[src/design/ocrs_defs.sv]
// Constants of the card register set and its power-up status tracker.

`timescale 1ns/1ps

// ----------------------------------------------------------------------------
// Package
// ----------------------------------------------------------------------------
package ocrs_pkg;
  localparam int OCRS_OCR_W = 32;
  localparam int OCRS_CID_W = 128;
  localparam int OCRS_CSD_W = 128;
  localparam int OCRS_RCA_W = 16;
  localparam int OCRS_DSR_W = 16;
  localparam int OCRS_SCR_W = 64;
  localparam int OCRS_STAT_W = 512;
  localparam int OCRS_WORD_W = 32;

  localparam int OCRS_BIT_READY = 31;
  localparam int OCRS_BIT_CAP = 30;
  localparam int OCRS_BIT_LVSW = 24;
  localparam int OCRS_WIN_HI = 23;
  localparam int OCRS_WIN_LO = 15;
  localparam logic [8:0] OCRS_WIN_MASK = 9'h1FF;
  localparam logic [31:0] OCRS_OCR_BASE = 32'h00FF_8000;
  localparam logic [31:0] OCRS_OCR_RSVD = 32'h3E00_7FFF;

  localparam logic [15:0] OCRS_RCA_RST = 16'h0000;
  localparam logic [31:0] OCRS_DATA_RST = 32'h0000_0000;

  localparam logic [3:0] OCRS_WORDS_OCR = 4'h0;
  localparam logic [3:0] OCRS_WORDS_CID = 4'h3;
  localparam logic [3:0] OCRS_WORDS_CSD = 4'h3;
  localparam logic [3:0] OCRS_WORDS_RCA = 4'h0;
  localparam logic [3:0] OCRS_WORDS_SCR = 4'h1;
  localparam logic [3:0] OCRS_WORDS_STAT = 4'hF;

  typedef enum logic [2:0] {
    OCRS_SEL_OCR = 3'b000,
    OCRS_SEL_CID = 3'b001,
    OCRS_SEL_CSD = 3'b010,
    OCRS_SEL_RCA = 3'b011,
    OCRS_SEL_DSR = 3'b100,
    OCRS_SEL_SCR = 3'b101,
    OCRS_SEL_STAT = 3'b110,
    OCRS_SEL_NONE = 3'b111
  } ocrs_sel_t;
endpackage : ocrs_pkg

// ----------------------------------------------------------------------------
// Power-up status flag
// ----------------------------------------------------------------------------
module ocrs_pwrup_flag (
  // Clock and reset
  input wire logic i_mclk,
  input wire logic i_rst,
  // Events from the controller
  input wire logic i_init_done,
  input wire logic i_go_idle,
  // Flag
  output logic o_ready
);
  typedef struct packed {
    logic ready;
  } ocrs_flag_t;

  ocrs_flag_t st_r;
  ocrs_flag_t st_nxt;

  // Completion wins over a return to idle in the same cycle, so a finished
  // initialisation is never lost.
  always_comb begin
    st_nxt = st_r;
    if (i_go_idle) begin
      st_nxt.ready = 1'b0;
    end
    if (i_init_done) begin
      st_nxt.ready = 1'b1;
    end
  end

  always_ff @(posedge i_mclk or posedge i_rst) begin
    if (i_rst) begin
      st_r <= '0;
    end else begin
      st_r <= st_nxt;
    end
  end

  assign o_ready = st_r.ready;
endmodule : ocrs_pwrup_flag

[src/design/ocrs_card_regs.sv]
// Card register set: operating conditions and word reads of all registers except the driver stage register.
`timescale 1ns/1ps

module ocrs_card_regs (
  // Clock and reset
  input wire logic i_mclk,
  input wire logic i_rst,
  // Power-up events from the controller
  input wire logic i_init_done,
  input wire logic i_go_idle,
  // Register contents held by the controller
  input wire logic [127:0] i_card_identity_block,
  input wire logic [127:0] i_card_specific_data,
  input wire logic [63:0] i_special_features_config,
  input wire logic [511:0] i_status_block,
  // Relative address write
  input wire logic i_rca_wr,
  input wire logic [15:0] i_rca_data,
  // Read request
  input wire logic i_rd_req,
  input wire logic [2:0] i_rd_sel,
  input wire logic [3:0] i_rd_word,
  // Read answer
  output logic o_rd_valid,
  output logic o_rd_err,
  output logic o_rd_card_specific,
  output logic [31:0] o_rd_data,
  // Direct views
  output logic [31:0] o_operating_conditions,
  output logic [15:0] o_relative_card_addr
);
  typedef struct packed {
    logic [15:0] relative_card_addr;
    logic rd_valid;
    logic rd_err;
    logic rd_spec;
    logic [31:0] rd_data;
  } ocrs_state_t;

  ocrs_state_t st_r;
  ocrs_state_t st_nxt;
  logic ready;
  logic [31:0] operating_conditions;
  logic [511:0] src;
  logic [3:0] last_word;
  logic known;

  ocrs_pwrup_flag u_pwrup (
    .i_mclk(i_mclk),
    .i_rst(i_rst),
    .i_init_done(i_init_done),
    .i_go_idle(i_go_idle),
    .o_ready(ready)
  );

  // --------------------------------------------------------------------------
  // Operating conditions
  // --------------------------------------------------------------------------
  // Capacity, switch and reserved bits are constant zeros in the base value.
  always_comb begin
    operating_conditions = ocrs_pkg::OCRS_OCR_BASE;
    operating_conditions[ocrs_pkg::OCRS_BIT_READY] = ready;
  end

  // --------------------------------------------------------------------------
  // Read source selection
  // --------------------------------------------------------------------------
  always_comb begin
    src = '0;
    last_word = 4'h0;
    known = 1'b1;
    unique case (ocrs_pkg::ocrs_sel_t'(i_rd_sel))
      ocrs_pkg::OCRS_SEL_OCR: begin
        src[31:0] = operating_conditions;
        last_word = ocrs_pkg::OCRS_WORDS_OCR;
      end
      ocrs_pkg::OCRS_SEL_CID: begin
        src[127:0] = i_card_identity_block;
        last_word = ocrs_pkg::OCRS_WORDS_CID;
      end
      ocrs_pkg::OCRS_SEL_CSD: begin
        src[127:0] = i_card_specific_data;
        last_word = ocrs_pkg::OCRS_WORDS_CSD;
      end
      ocrs_pkg::OCRS_SEL_RCA: begin
        src[15:0] = st_r.relative_card_addr;
        last_word = ocrs_pkg::OCRS_WORDS_RCA;
      end
      ocrs_pkg::OCRS_SEL_SCR: begin
        src[63:0] = i_special_features_config;
        last_word = ocrs_pkg::OCRS_WORDS_SCR;
      end
      ocrs_pkg::OCRS_SEL_STAT: begin
        src = i_status_block;
        last_word = ocrs_pkg::OCRS_WORDS_STAT;
      end
      // The driver stage register has no storage; reads are refused.
      ocrs_pkg::OCRS_SEL_DSR: known = 1'b0;
      ocrs_pkg::OCRS_SEL_NONE: known = 1'b0;
    endcase
  end

  // --------------------------------------------------------------------------
  // State update
  // --------------------------------------------------------------------------
  always_comb begin
    st_nxt = st_r;
    st_nxt.rd_valid = i_rd_req;
    if (i_rca_wr) begin
      st_nxt.relative_card_addr = i_rca_data;
    end
    if (i_rd_req) begin
      st_nxt.rd_err = !known || (i_rd_word > last_word);
      st_nxt.rd_spec = (i_rd_sel == ocrs_pkg::OCRS_SEL_STAT);
      if (known && (i_rd_word <= last_word)) begin
        st_nxt.rd_data = src[32 * i_rd_word +: 32];
      end else begin
        st_nxt.rd_data = ocrs_pkg::OCRS_DATA_RST;
      end
    end
  end

  always_ff @(posedge i_mclk or posedge i_rst) begin
    if (i_rst) begin
      st_r.relative_card_addr <= ocrs_pkg::OCRS_RCA_RST;
      st_r.rd_valid <= 1'b0;
      st_r.rd_err <= 1'b0;
      st_r.rd_spec <= 1'b0;
      st_r.rd_data <= ocrs_pkg::OCRS_DATA_RST;
    end else begin
      st_r <= st_nxt;
    end
  end

  assign o_rd_valid = st_r.rd_valid;
  assign o_rd_err = st_r.rd_err;
  assign o_rd_card_specific = st_r.rd_spec;
  assign o_rd_data = st_r.rd_data;
  assign o_operating_conditions = operating_conditions;
  assign o_relative_card_addr = st_r.relative_card_addr;
endmodule : ocrs_card_regs

[config.mk]
export PLATFORM = sky130hd
export DESIGN_NAME = ocrs_card_regs
export DESIGN_NICKNAME = d
export VERILOG_FILES = /design/src/design/ocrs_defs.sv /design/src/design/ocrs_card_regs.sv
export SDC_FILE = /design/constraint.sdc
export NUM_CORES = 1
export LEC_CHECK = 0
export BUFFER_PORTS_ARGS = -buffer_cell sky130_fd_sc_hd__buf_2
export CAP_MARGIN = 20
export CORE_AREA = 2 2 364 366
export DETAILED_ROUTE_END_ITERATION = 16
export DIE_AREA = 0 0 366 368
export PLACE_DENSITY_LB_ADDON = 0.05
export SLEW_MARGIN = 20
export SYNTH_ARGS = -nofsm -noshare
export SYNTH_HDL_FRONTEND = slang
export SYNTH_HIERARCHICAL = 1
export SYNTH_SLANG_ARGS = --single-unit
[constraint.sdc]
create_clock -name i_mclk -period 3.7 [get_ports i_mclk]
set_input_delay 0.37 -clock i_mclk [delete_from_list [all_inputs] [get_ports i_mclk]]
set_output_delay 0.37 -clock i_mclk [all_outputs]
set_load 0.01 [all_outputs]
======== Yosys cells after proc, flatten, opt, wreduce, memory -nomap -nowiden ========
Cells that the tools add are included.
word-level totals
  bits in registers ....................... 52
  input bits .............................. 861
  output and inout bits ................... 83
cells by class
  $lt $le $gt $ge ......................... 2
  equal/unequal tests ..................... 7
  shifts and indexed selects .............. 1
  multiplexer cells ....................... 10
  reductions and logical operators ........ 6
operators by type and width
  kind                                                             count
  512-bit by 10-bit indexed part select with 32-bit output         1
  384-bit two-way mux                                              1
  64-bit one-hot mux with 3 select lines                           1
  32-bit one-hot mux with 4 select lines                           1
  16-bit one-hot mux with 6 select lines                           1
  16-bit one-hot mux with 5 select lines                           1
  32-bit two-way mux                                               1
  3-bit == test, second input constant                             4
  4-bit one-hot mux with 3 select lines                            1
  3-bit by 2-bit == test with 1-bit output, second input constant  2
  4-bit > comparator                                               1
  4-bit <= comparator                                              1
  2-bit OR reduction                                               2
  3-bit by 1-bit == test with 1-bit output, second input constant  1
  3-bit zero test                                                  1
  1-bit two-way mux                                                3
  2-bit nonzero test                                               1
  1-bit logical AND                                                1
  1-bit logical OR                                                 1

======== Logic depth before layout (Yosys ltp) ========
Gate-level depths: netlist of the first run.
  depth after elaboration ................. 6
  mapped depth ............................ 13
  mapped depth without buffers ............ 9

======== Modules after synthesis ========
The synthesis of the first run kept the hierarchy.
by module, submodules not included
  module           instances  cells each  area an instance (µm²)  sequential area each (µm²)
  ocrs_card_regs   1          1,040       9,741.8                 1,276.2
  ocrs_pwrup_flag  1          4           40.0                    25.0

======== Worst setup path before layout of the first run ========
Ideal clock, no wire load.
  path type ............................... input to register
  from .................................... in i_rd_sel[0]
  to ...................................... reg st_r, in the netlist o_rd_data[11]
  setup time .............................. 0.082 ns
  arrival time ............................ 2.607 ns
  path slack .............................. 1.011 ns
  cell stages on the path ................. 13
  buffers on the path ..................... 5
  path through ............................ buf_4 > nor3b_2 > buf_4 > buf_4 > buf_4 > nor2_1 > ha_1 > a21oi_1 > o21ai_0 > a21oi_1 > clkbuf_1 > a21oi_1 > a31oi_1
between the ends
  longest elaborated chain between the ends .. 6
  elaborated cells on any way between the ends .. 20
  classes of those cells .................. order compare: 1; eq/ne: 7; shift: 1; mux: 7; reduce/logical: 4
ends and longest elaborated chain
  what                                                                                              RTL line               RTL
  start, declared                                                                                   ocrs_card_regs.sv:21   input wire logic [2:0] i_rd_sel,
  branches (longest 5 deep; another with 512-bit by 10-bit indexed part select with 32-bit output)  -
  32-bit two-way mux *                                                                              ocrs_card_regs.sv:115  if (known && (i_rd_word <= last_word)) begin
  end signal, assigned                                                                              ocrs_card_regs.sv:131  st_r <= st_nxt;
  end, declared                                                                                     ocrs_card_regs.sv:40   ocrs_state_t st_r;
Every way passes the cells marked *.
A chain may end at the register's enable or synchronous reset.

======== Final worst setup path of the first run ========
  from .................................... in i_rd_sel[0]
  to ...................................... reg st_r, in the netlist o_rd_data[21]
between the ends
  longest elaborated chain between the ends .. 6
  elaborated cells on any way between the ends .. 19
  classes of those cells .................. order compare: 1; eq/ne: 6; shift: 1; mux: 7; reduce/logical: 4
ends and longest elaborated chain
  what                                                                                              RTL line
  branches (longest 5 deep; another with 512-bit by 10-bit indexed part select with 32-bit output)  -
  32-bit two-way mux *                                                                              ocrs_card_regs.sv:115
Marked as above.

==> results of run 1 <==
## metrics by stage
stage | hold slack (ns) | worst slack (ns)
6_report | 0.206 | 0.748
5_1_grt | 0.200 | 0.620
4_1_cts | 0.187 | 0.566
3_5_place_dp | 0.231 | 0.201
3_3_place_gp | 0.229 | 0.201
2_1_floorplan | 0.0987 | 1.01
## how the worst max path moves through the flow
stage / end / start / cells after the start
floorplan: o_rd_data[11] / i_rd_sel[0] / 13
global placement: o_rd_data[31] / i_rd_sel[2] / 9
detailed placement: o_rd_data[31] / i_rd_sel[2] / 9
CTS: o_rd_data[31] / i_rd_sel[2] / 9
global route: o_rd_data[31] / i_rd_sel[2] / 9
finish: o_rd_data[21] / i_rd_sel[0] / 10
## routing by layer
metal  GRT usage  share of wire  vias to the layer above
li1            -              -                     5918
met2       0.291           0.51                      608
met4      0.0299          0.015                       24
met1       0.194           0.41                     6628
met5           0         0.0013                        -
met3      0.0348          0.057                       74
## what timing repair did
item | 4_1_cts | 5_1_grt
endpoints found under the hold margin | 1 | 0
hold buffers | 1 | 0
gates resized for setup | 0 | 0
## state kept, by name, summed over array words and instances (netlist names)
name                  flops
o_rd_card_specific        1
o_rd_data                32
o_rd_err                  1
o_rd_valid                1
o_relative_card_addr     16
u_pwrup/o_ready           1
## critical path, delay by kind of cell
family	cells	cell delay (ns)
AO/OA/AOI/OAI	5	1.35
buffers and inverters	2	0.62
AND/OR/NAND/NOR	2	0.49
adder cells (fa/ha/maj)	1	0.31
## synth_stat cells (6+ instances only)
| master | n | area [µm²] |
|---|---|---|
| inv_1 | 8 | 30.0 |
| o22a_1 | 6 | 52.6 |
| a21oi_1 | 99 | 495 |
| a31oi_1 | 21 | 131 |
| or3_1 | 10 | 62.6 |
| nand2_1 | 48 | 180 |
| o21ai_0 | 45 | 225 |
| o21ai_1 | 7 | 35.0 |
| mux2_2 | 61 | 687 |
| nor3_1 | 15 | 75.1 |
| nor2_1 | 60 | 225 |
| a22oi_1 | 29 | 218 |
| buf_1 | 9 | 33.8 |
| o211ai_1 | 6 | 45.0 |
| a211oi_1 | 10 | 75.1 |
| a221oi_1 | 65 | 569 |
| buf_4 | 55 | 413 |
| a22o_1 | 13 | 114 |
| clkbuf_1 | 33 | 124 |
| nor2b_1 | 28 | 175 |
| buf_2 | 41 | 205 |
| mux2i_1 | 104 | 1040 |
| mux4_2 | 96 | 2160 |
| a2111oi_2 | 14 | 210 |
| dfrtp_1 | 52 | 1300 |
| o22ai_1 | 18 | 113 |
| buf_6 | 8 | 90.1 |
## kinds of logic (layout without fill, tap and decap cells)
family                     after synthesis  in the layout  share of synthesized area
and+or+nand+nor                        185            185                     0.0907
DFF                                     52             52                      0.133
xor gates and xnor gates                 1              1                    0.00166
AOI/OAI and AO/OA                      376            376                      0.273
muxes                                  265            265                      0.402
other                                    2             40                   0.000768
buffers and inverters                  159           1002                     0.0935
adders and majority gates                4              4                    0.00512
## final cells by class
type	instances	area share
inverter	13	0.00307
timing repair buffer	981	0.311
clock inverter	3	0.00165
sequential	52	0.0780
tap	1755	0.132
multi-input combinational	862	0.466
antenna	9	0.00135
clock buffer	5	0.00750
## power groups by stage
stage	combinational, mW	clock [mW]	sequential (mW)
floorplan	0.809	0	0.661
global placement	2.00	0	0.654
detailed placement	2.00	0	0.653
CTS	2.01	0.642	0.643
global route	2.09	0.651	0.648
finish	1.92	0.592	0.642
==> reports/summary.txt, run 1 <==
Initial antenna violation count: 43
Largest net degree at the start of global routing: 74
Final Slew Violations: 0
Hold Crit Start: i_init_done
Setup_tns: 0 ns
Synth Flop Type: dfrtp_1
I/O pins: 944
Most common cell after layout, fill and taps aside: buf_2
Die Y: 368 µm
Reg area: 1300 µm²
Static Leak: 7.37 nW
DR vias/cell: 3.60
Most Frequent Cell on Critical Path: a21oi_1
Worst stage delay on the critical path: 0.61 ns
Tcrit/Tclk final: 0.798
Vias in the first global route: 14600
Final Hold Vio Count: 0
Worst r2r src: u_pwrup/o_ready
Worst setup EP type: flip-flop
Tot Pwr: 3.15 mW
Status: finished, final reports clean
Gate power share: 0.608
FF-to-FF path depth: 7
Htree depth: 2
Layout Cells excl Fill: 3680
Initial Util: 0.0748
Ys Warns: 6
Mapped Area: 9780 µm²
Post-synth EDFFs: 0
Fraction of layout cells with a size suffix above 1: 0.620
Post-synth ARST share: 1.00
Max Clock Skew: 0.0135 ns
Setup bufs post-CTS: 0
DP Wirelength: 98100 µm
Power Internal: 1.70 mW
Routability Congestion: 0.834
Core Region: 131000 µm²
Clk slew on worst S/H paths: 0.10 ns
Drt drc: 0
Net Sw Frac: 0.460
Reg2Reg Setup Slack: 1.40 ns
Fillers: 15300
FF+latch count, synth: 52
Commonest non-fill, non-tap cells in the layout: 908 x buf_2, 104 x mux2i_1, 98 x a21oi_1
Worst-Skew Late Latency: 0.35 ns
R2R Path End: o_rd_data[31]
Crit path max fanout: 16
CTS buffer count: 5
# nets final: 2780
Cell chain of the critical path: buf_2 -> nor3b_4 -> nor2_1 -> ha_1 -> a21oi_1 -> o21ai_0 -> a21oi_4 -> buf_4 -> a21oi_1 -> a21oi_1
Fraction of power consumed by sequential logic: 0.204
Drt first pass iters: 10
CTS tree: yes
Synth Instances: 1044
Fmax: 0.339 GHz
Area of the multi-input gates: 7770 µm²
Clk sink count: 52
Vias: 13300
First-pass GRT wire length: 144000 µm
Port Buffer Count: 912
Max Cap Violations: 0
Unique masters post-synth: 63
CP Class: primary input to flip-flop
Mean post-synth cell area: 9.37 µm²
Grt ovf: 0
Slew HR: 0.246
Total wire length: 112000 µm
NetSw: 1.45 mW
CP required: 3.91 ns
Hold Crit Class: primary input to flip-flop
Final setup vio count: 0
Max VDD drop: 0.157 mV
Placed instance area: 16500 µm²
Rows: 133
Final core occ: 0.128
CTS Buffer Depth: 2
Power density cells: 189 nW/µm²
RSZ-0062 raised after global routing: no
Slew @ Worst Pin: 1.13 ns
Die Footprint: 135000 µm²
Critical path launch point type: primary input
Register area share after synthesis: 0.133
GRT Total Usage: 0.161
Detail Route Antenna Nets: 0
Final std cell area, no fill: 16700 µm²
Crit path arrival time: 3.16 ns
Clk pwr share: 0.188
Worst Hold End: u_pwrup/o_ready
Slowest CP cell: o21ai_0
DIE WIDTH: 366 µm
Area Overhead vs Synth: 70.6%
Iteration-0 DRC count of the detailed router: 703
CTS Root Cell: clkbuf_16
Hold depth: 2
Dpl cells: 3662
DR WL/cell: 30.5 µm
Fin crit period: 2.95 ns
(Power assumes the default switching activity.)
==> run 2, diff against run 1 <==
==> constraint.sdc (replaced) <==
create_clock -name i_mclk -period 3 [get_ports i_mclk]
set_input_delay 0.3 -clock i_mclk [delete_from_list [all_inputs] [get_ports i_mclk]]
set_output_delay 0.3 -clock i_mclk [all_outputs]
set_load 0.01 [all_outputs]
==> run 2 against run 1 <==
Compared with the run above: die area did not move; final cell count increased by 0.98%; critical path depth down 2; via count is 1.2% higher; wire length up 1.7%; worst hold slack got worse by 0.074 ns; worst setup slack got worse by 0.55 ns; core utilization is 0.27 points higher; non-clock buffer count increased by 32; clock power is 37% higher; sequential share of layout area decreased by 0.16 points; total power up 28%; critical endpoint is now o_rd_data[26]; largest cell class unchanged.
==> reports/summary.txt, run 2 (synthesis results as in run 1) <==
Grt ovf: 0
Commonest non-fill, non-tap cells in the layout: 908 x buf_2, 104 x mux2i_1, 98 x a21oi_1
Iteration-0 DRC count of the detailed router: 723
Placed instance area: 16800 µm²
Tcrit/Tclk final: 0.934
DR vias/cell: 3.61
Area Overhead vs Synth: 74.2%
Power density cells: 237 nW/µm²
Rows: 133
DIE WIDTH: 366 µm
Largest net degree at the start of global routing: 64
Fillers: 15300
DP Wirelength: 101000 µm
Vias in the first global route: 14700
Critical Path End: o_rd_data[26]
Clk sink count: 52
Worst hold margin: 0.132 ns
# nets final: 2812
Worst-Skew Late Latency: 0.35 ns
Setup bufs post-CTS: 0
Max Cap Violations: 0
Setup crit start: i_rd_sel[2]
Crit path arrival time: 3.00 ns
Initial Util: 0.0748
Final Slew Violations: 0
Final setup vio count: 0
Drt drc: 0
Max VDD drop: 0.218 mV
Total wire length: 114000 µm
Fmax: 0.357 GHz
Worst r2r src: u_pwrup/o_ready
Initial antenna violation count: 49
Detail Route Antenna Nets: 0
Crit path max fanout: 28
R2R Path End: o_rd_data[31]
CTS buffer count: 5
Worst setup EP type: flip-flop
CTS tree: yes
DR WL/cell: 30.8 µm
Core Region: 131000 µm²
Clk slew on worst S/H paths: 0.10 ns
Final Hold Vio Count: 0
Routability Congestion: 0.823
Final core occ: 0.130
First-pass GRT wire length: 145000 µm
Die Y: 368 µm
Area of the multi-input gates: 7760 µm²
Fin crit period: 2.80 ns
RSZ-0062 raised after global routing: no
Slew @ Worst Pin: 0.992 ns
CTS Buffer Depth: 2
Hold Crit Class: primary input to flip-flop
Vias: 13400
Final std cell area, no fill: 17000 µm²
CTS Root Cell: clkbuf_16
Htree depth: 2
Port Buffer Count: 912
Fraction of layout cells with a size suffix above 1: 0.625
Slew HR: 0.322
CP Class: primary input to flip-flop
CP required: 3.20 ns
GRT Total Usage: 0.163
FF-to-FF path depth: 7
Reg area: 1300 µm²
Critical path launch point type: primary input
Die Footprint: 135000 µm²
Status: finished, final reports clean
Drt first pass iters: 5
I/O pins: 944
Max reg flops: 32
Reg2Reg Setup Slack: 0.60 ns
Most common cell after layout, fill and taps aside: buf_2
Static Leak: 7.56 nW
Max Clock Skew: 0.00796 ns
==> run 2: cell count changes in the layout (fill, tap and decap cells not counted), sizes merged <==
| cell | previous run | this run |
|---|---|---|
| inv | 11 | 10 |
| clkinv | 4 | 5 |
| diode | 9 | 13 |
| buf | 980 | 1012 |
| bufinv | 0 | 1 |
| clkinvlp | 1 | 0 |
==> run 2: where the power goes <==
part	switching, mW	internal, mW	total (mW)
Clock	0.408	0.402	0.809
Sequential	0.0475	0.750	0.798
Combinational	1.35	1.07	2.43
Total	1.81	2.22	4.03
==> run 2: metal layers <==
metal	track usage	vias to the layer above	routed length, µm
li1	-	6005	-
met1	0.201	6709	48600
met2	0.290	603	57500
met3	0.0389	72	6920
met4	0.0224	22	1140
met5	0	-	133
==> run 2: metrics by stage <==
step | total power [mW] | setup slack, ns | TNS (ns) | std cells
2_1_floorplan | 1.81 | 0.381 | 0 | 1073
3_3_place_gp | 3.34 | -0.479 | -0.932 | 3693
3_5_place_dp | 3.32 | -0.540 | -0.841 | 3694
4_1_cts | 4.17 | 0.133 | 0 | 3703
5_1_grt | 4.29 | 0.124 | 0 | 3708
6_report | 4.03 | 0.197 | 0 | 3716
==> run 2: worst min-delay path by stage <==
| stage | start | end | slack, ns | depth (start not counted) |
|---|---|---|---|---|
| 2_1_floorplan | i_rst | u_pwrup/o_ready | 0.03 | 1 |
| 3_3_place_gp | i_rst | u_pwrup/o_ready | 0.16 | 2 |
| 3_5_place_dp | i_rst | u_pwrup/o_ready | 0.16 | 2 |
| 4_1_cts | i_init_done | u_pwrup/o_ready | 0.12 | 2 |
| 5_1_grt | i_init_done | u_pwrup/o_ready | 0.16 | 2 |
| 6_report | i_init_done | u_pwrup/o_ready | 0.13 | 2 |
==> run 2: critical path: stages <==
cell and delay, ns:
buf_8 0.16, buf_12 0.25, buf_4 0.22, mux2_2 0.34, a221oi_1 0.29, a21oi_1 0.24
a2111oi_0 0.97, a21oi_1 0.17
==> run 2: layout make-up <==
type,count,area share
Inverter,13,0.00301
Clock inverter,3,0.00279
Clock buffer,5,0.00734
Antenna cell,13,0.00191
Tap cell,1755,0.129
Multi-Input combinational cell,862,0.455
Timing Repair Buffer,1013,0.324
Sequential cell,52,0.0764
==> run 2: timing repair <==
| item | in CTS | in global routing |
|---|---|---|
| resized for setup | 1 | 0 |
| hold buffers | 1 | 0 |
| hold endpoints to repair | 13 | 0 |
| setup endpoints to repair | 1 | 0 |
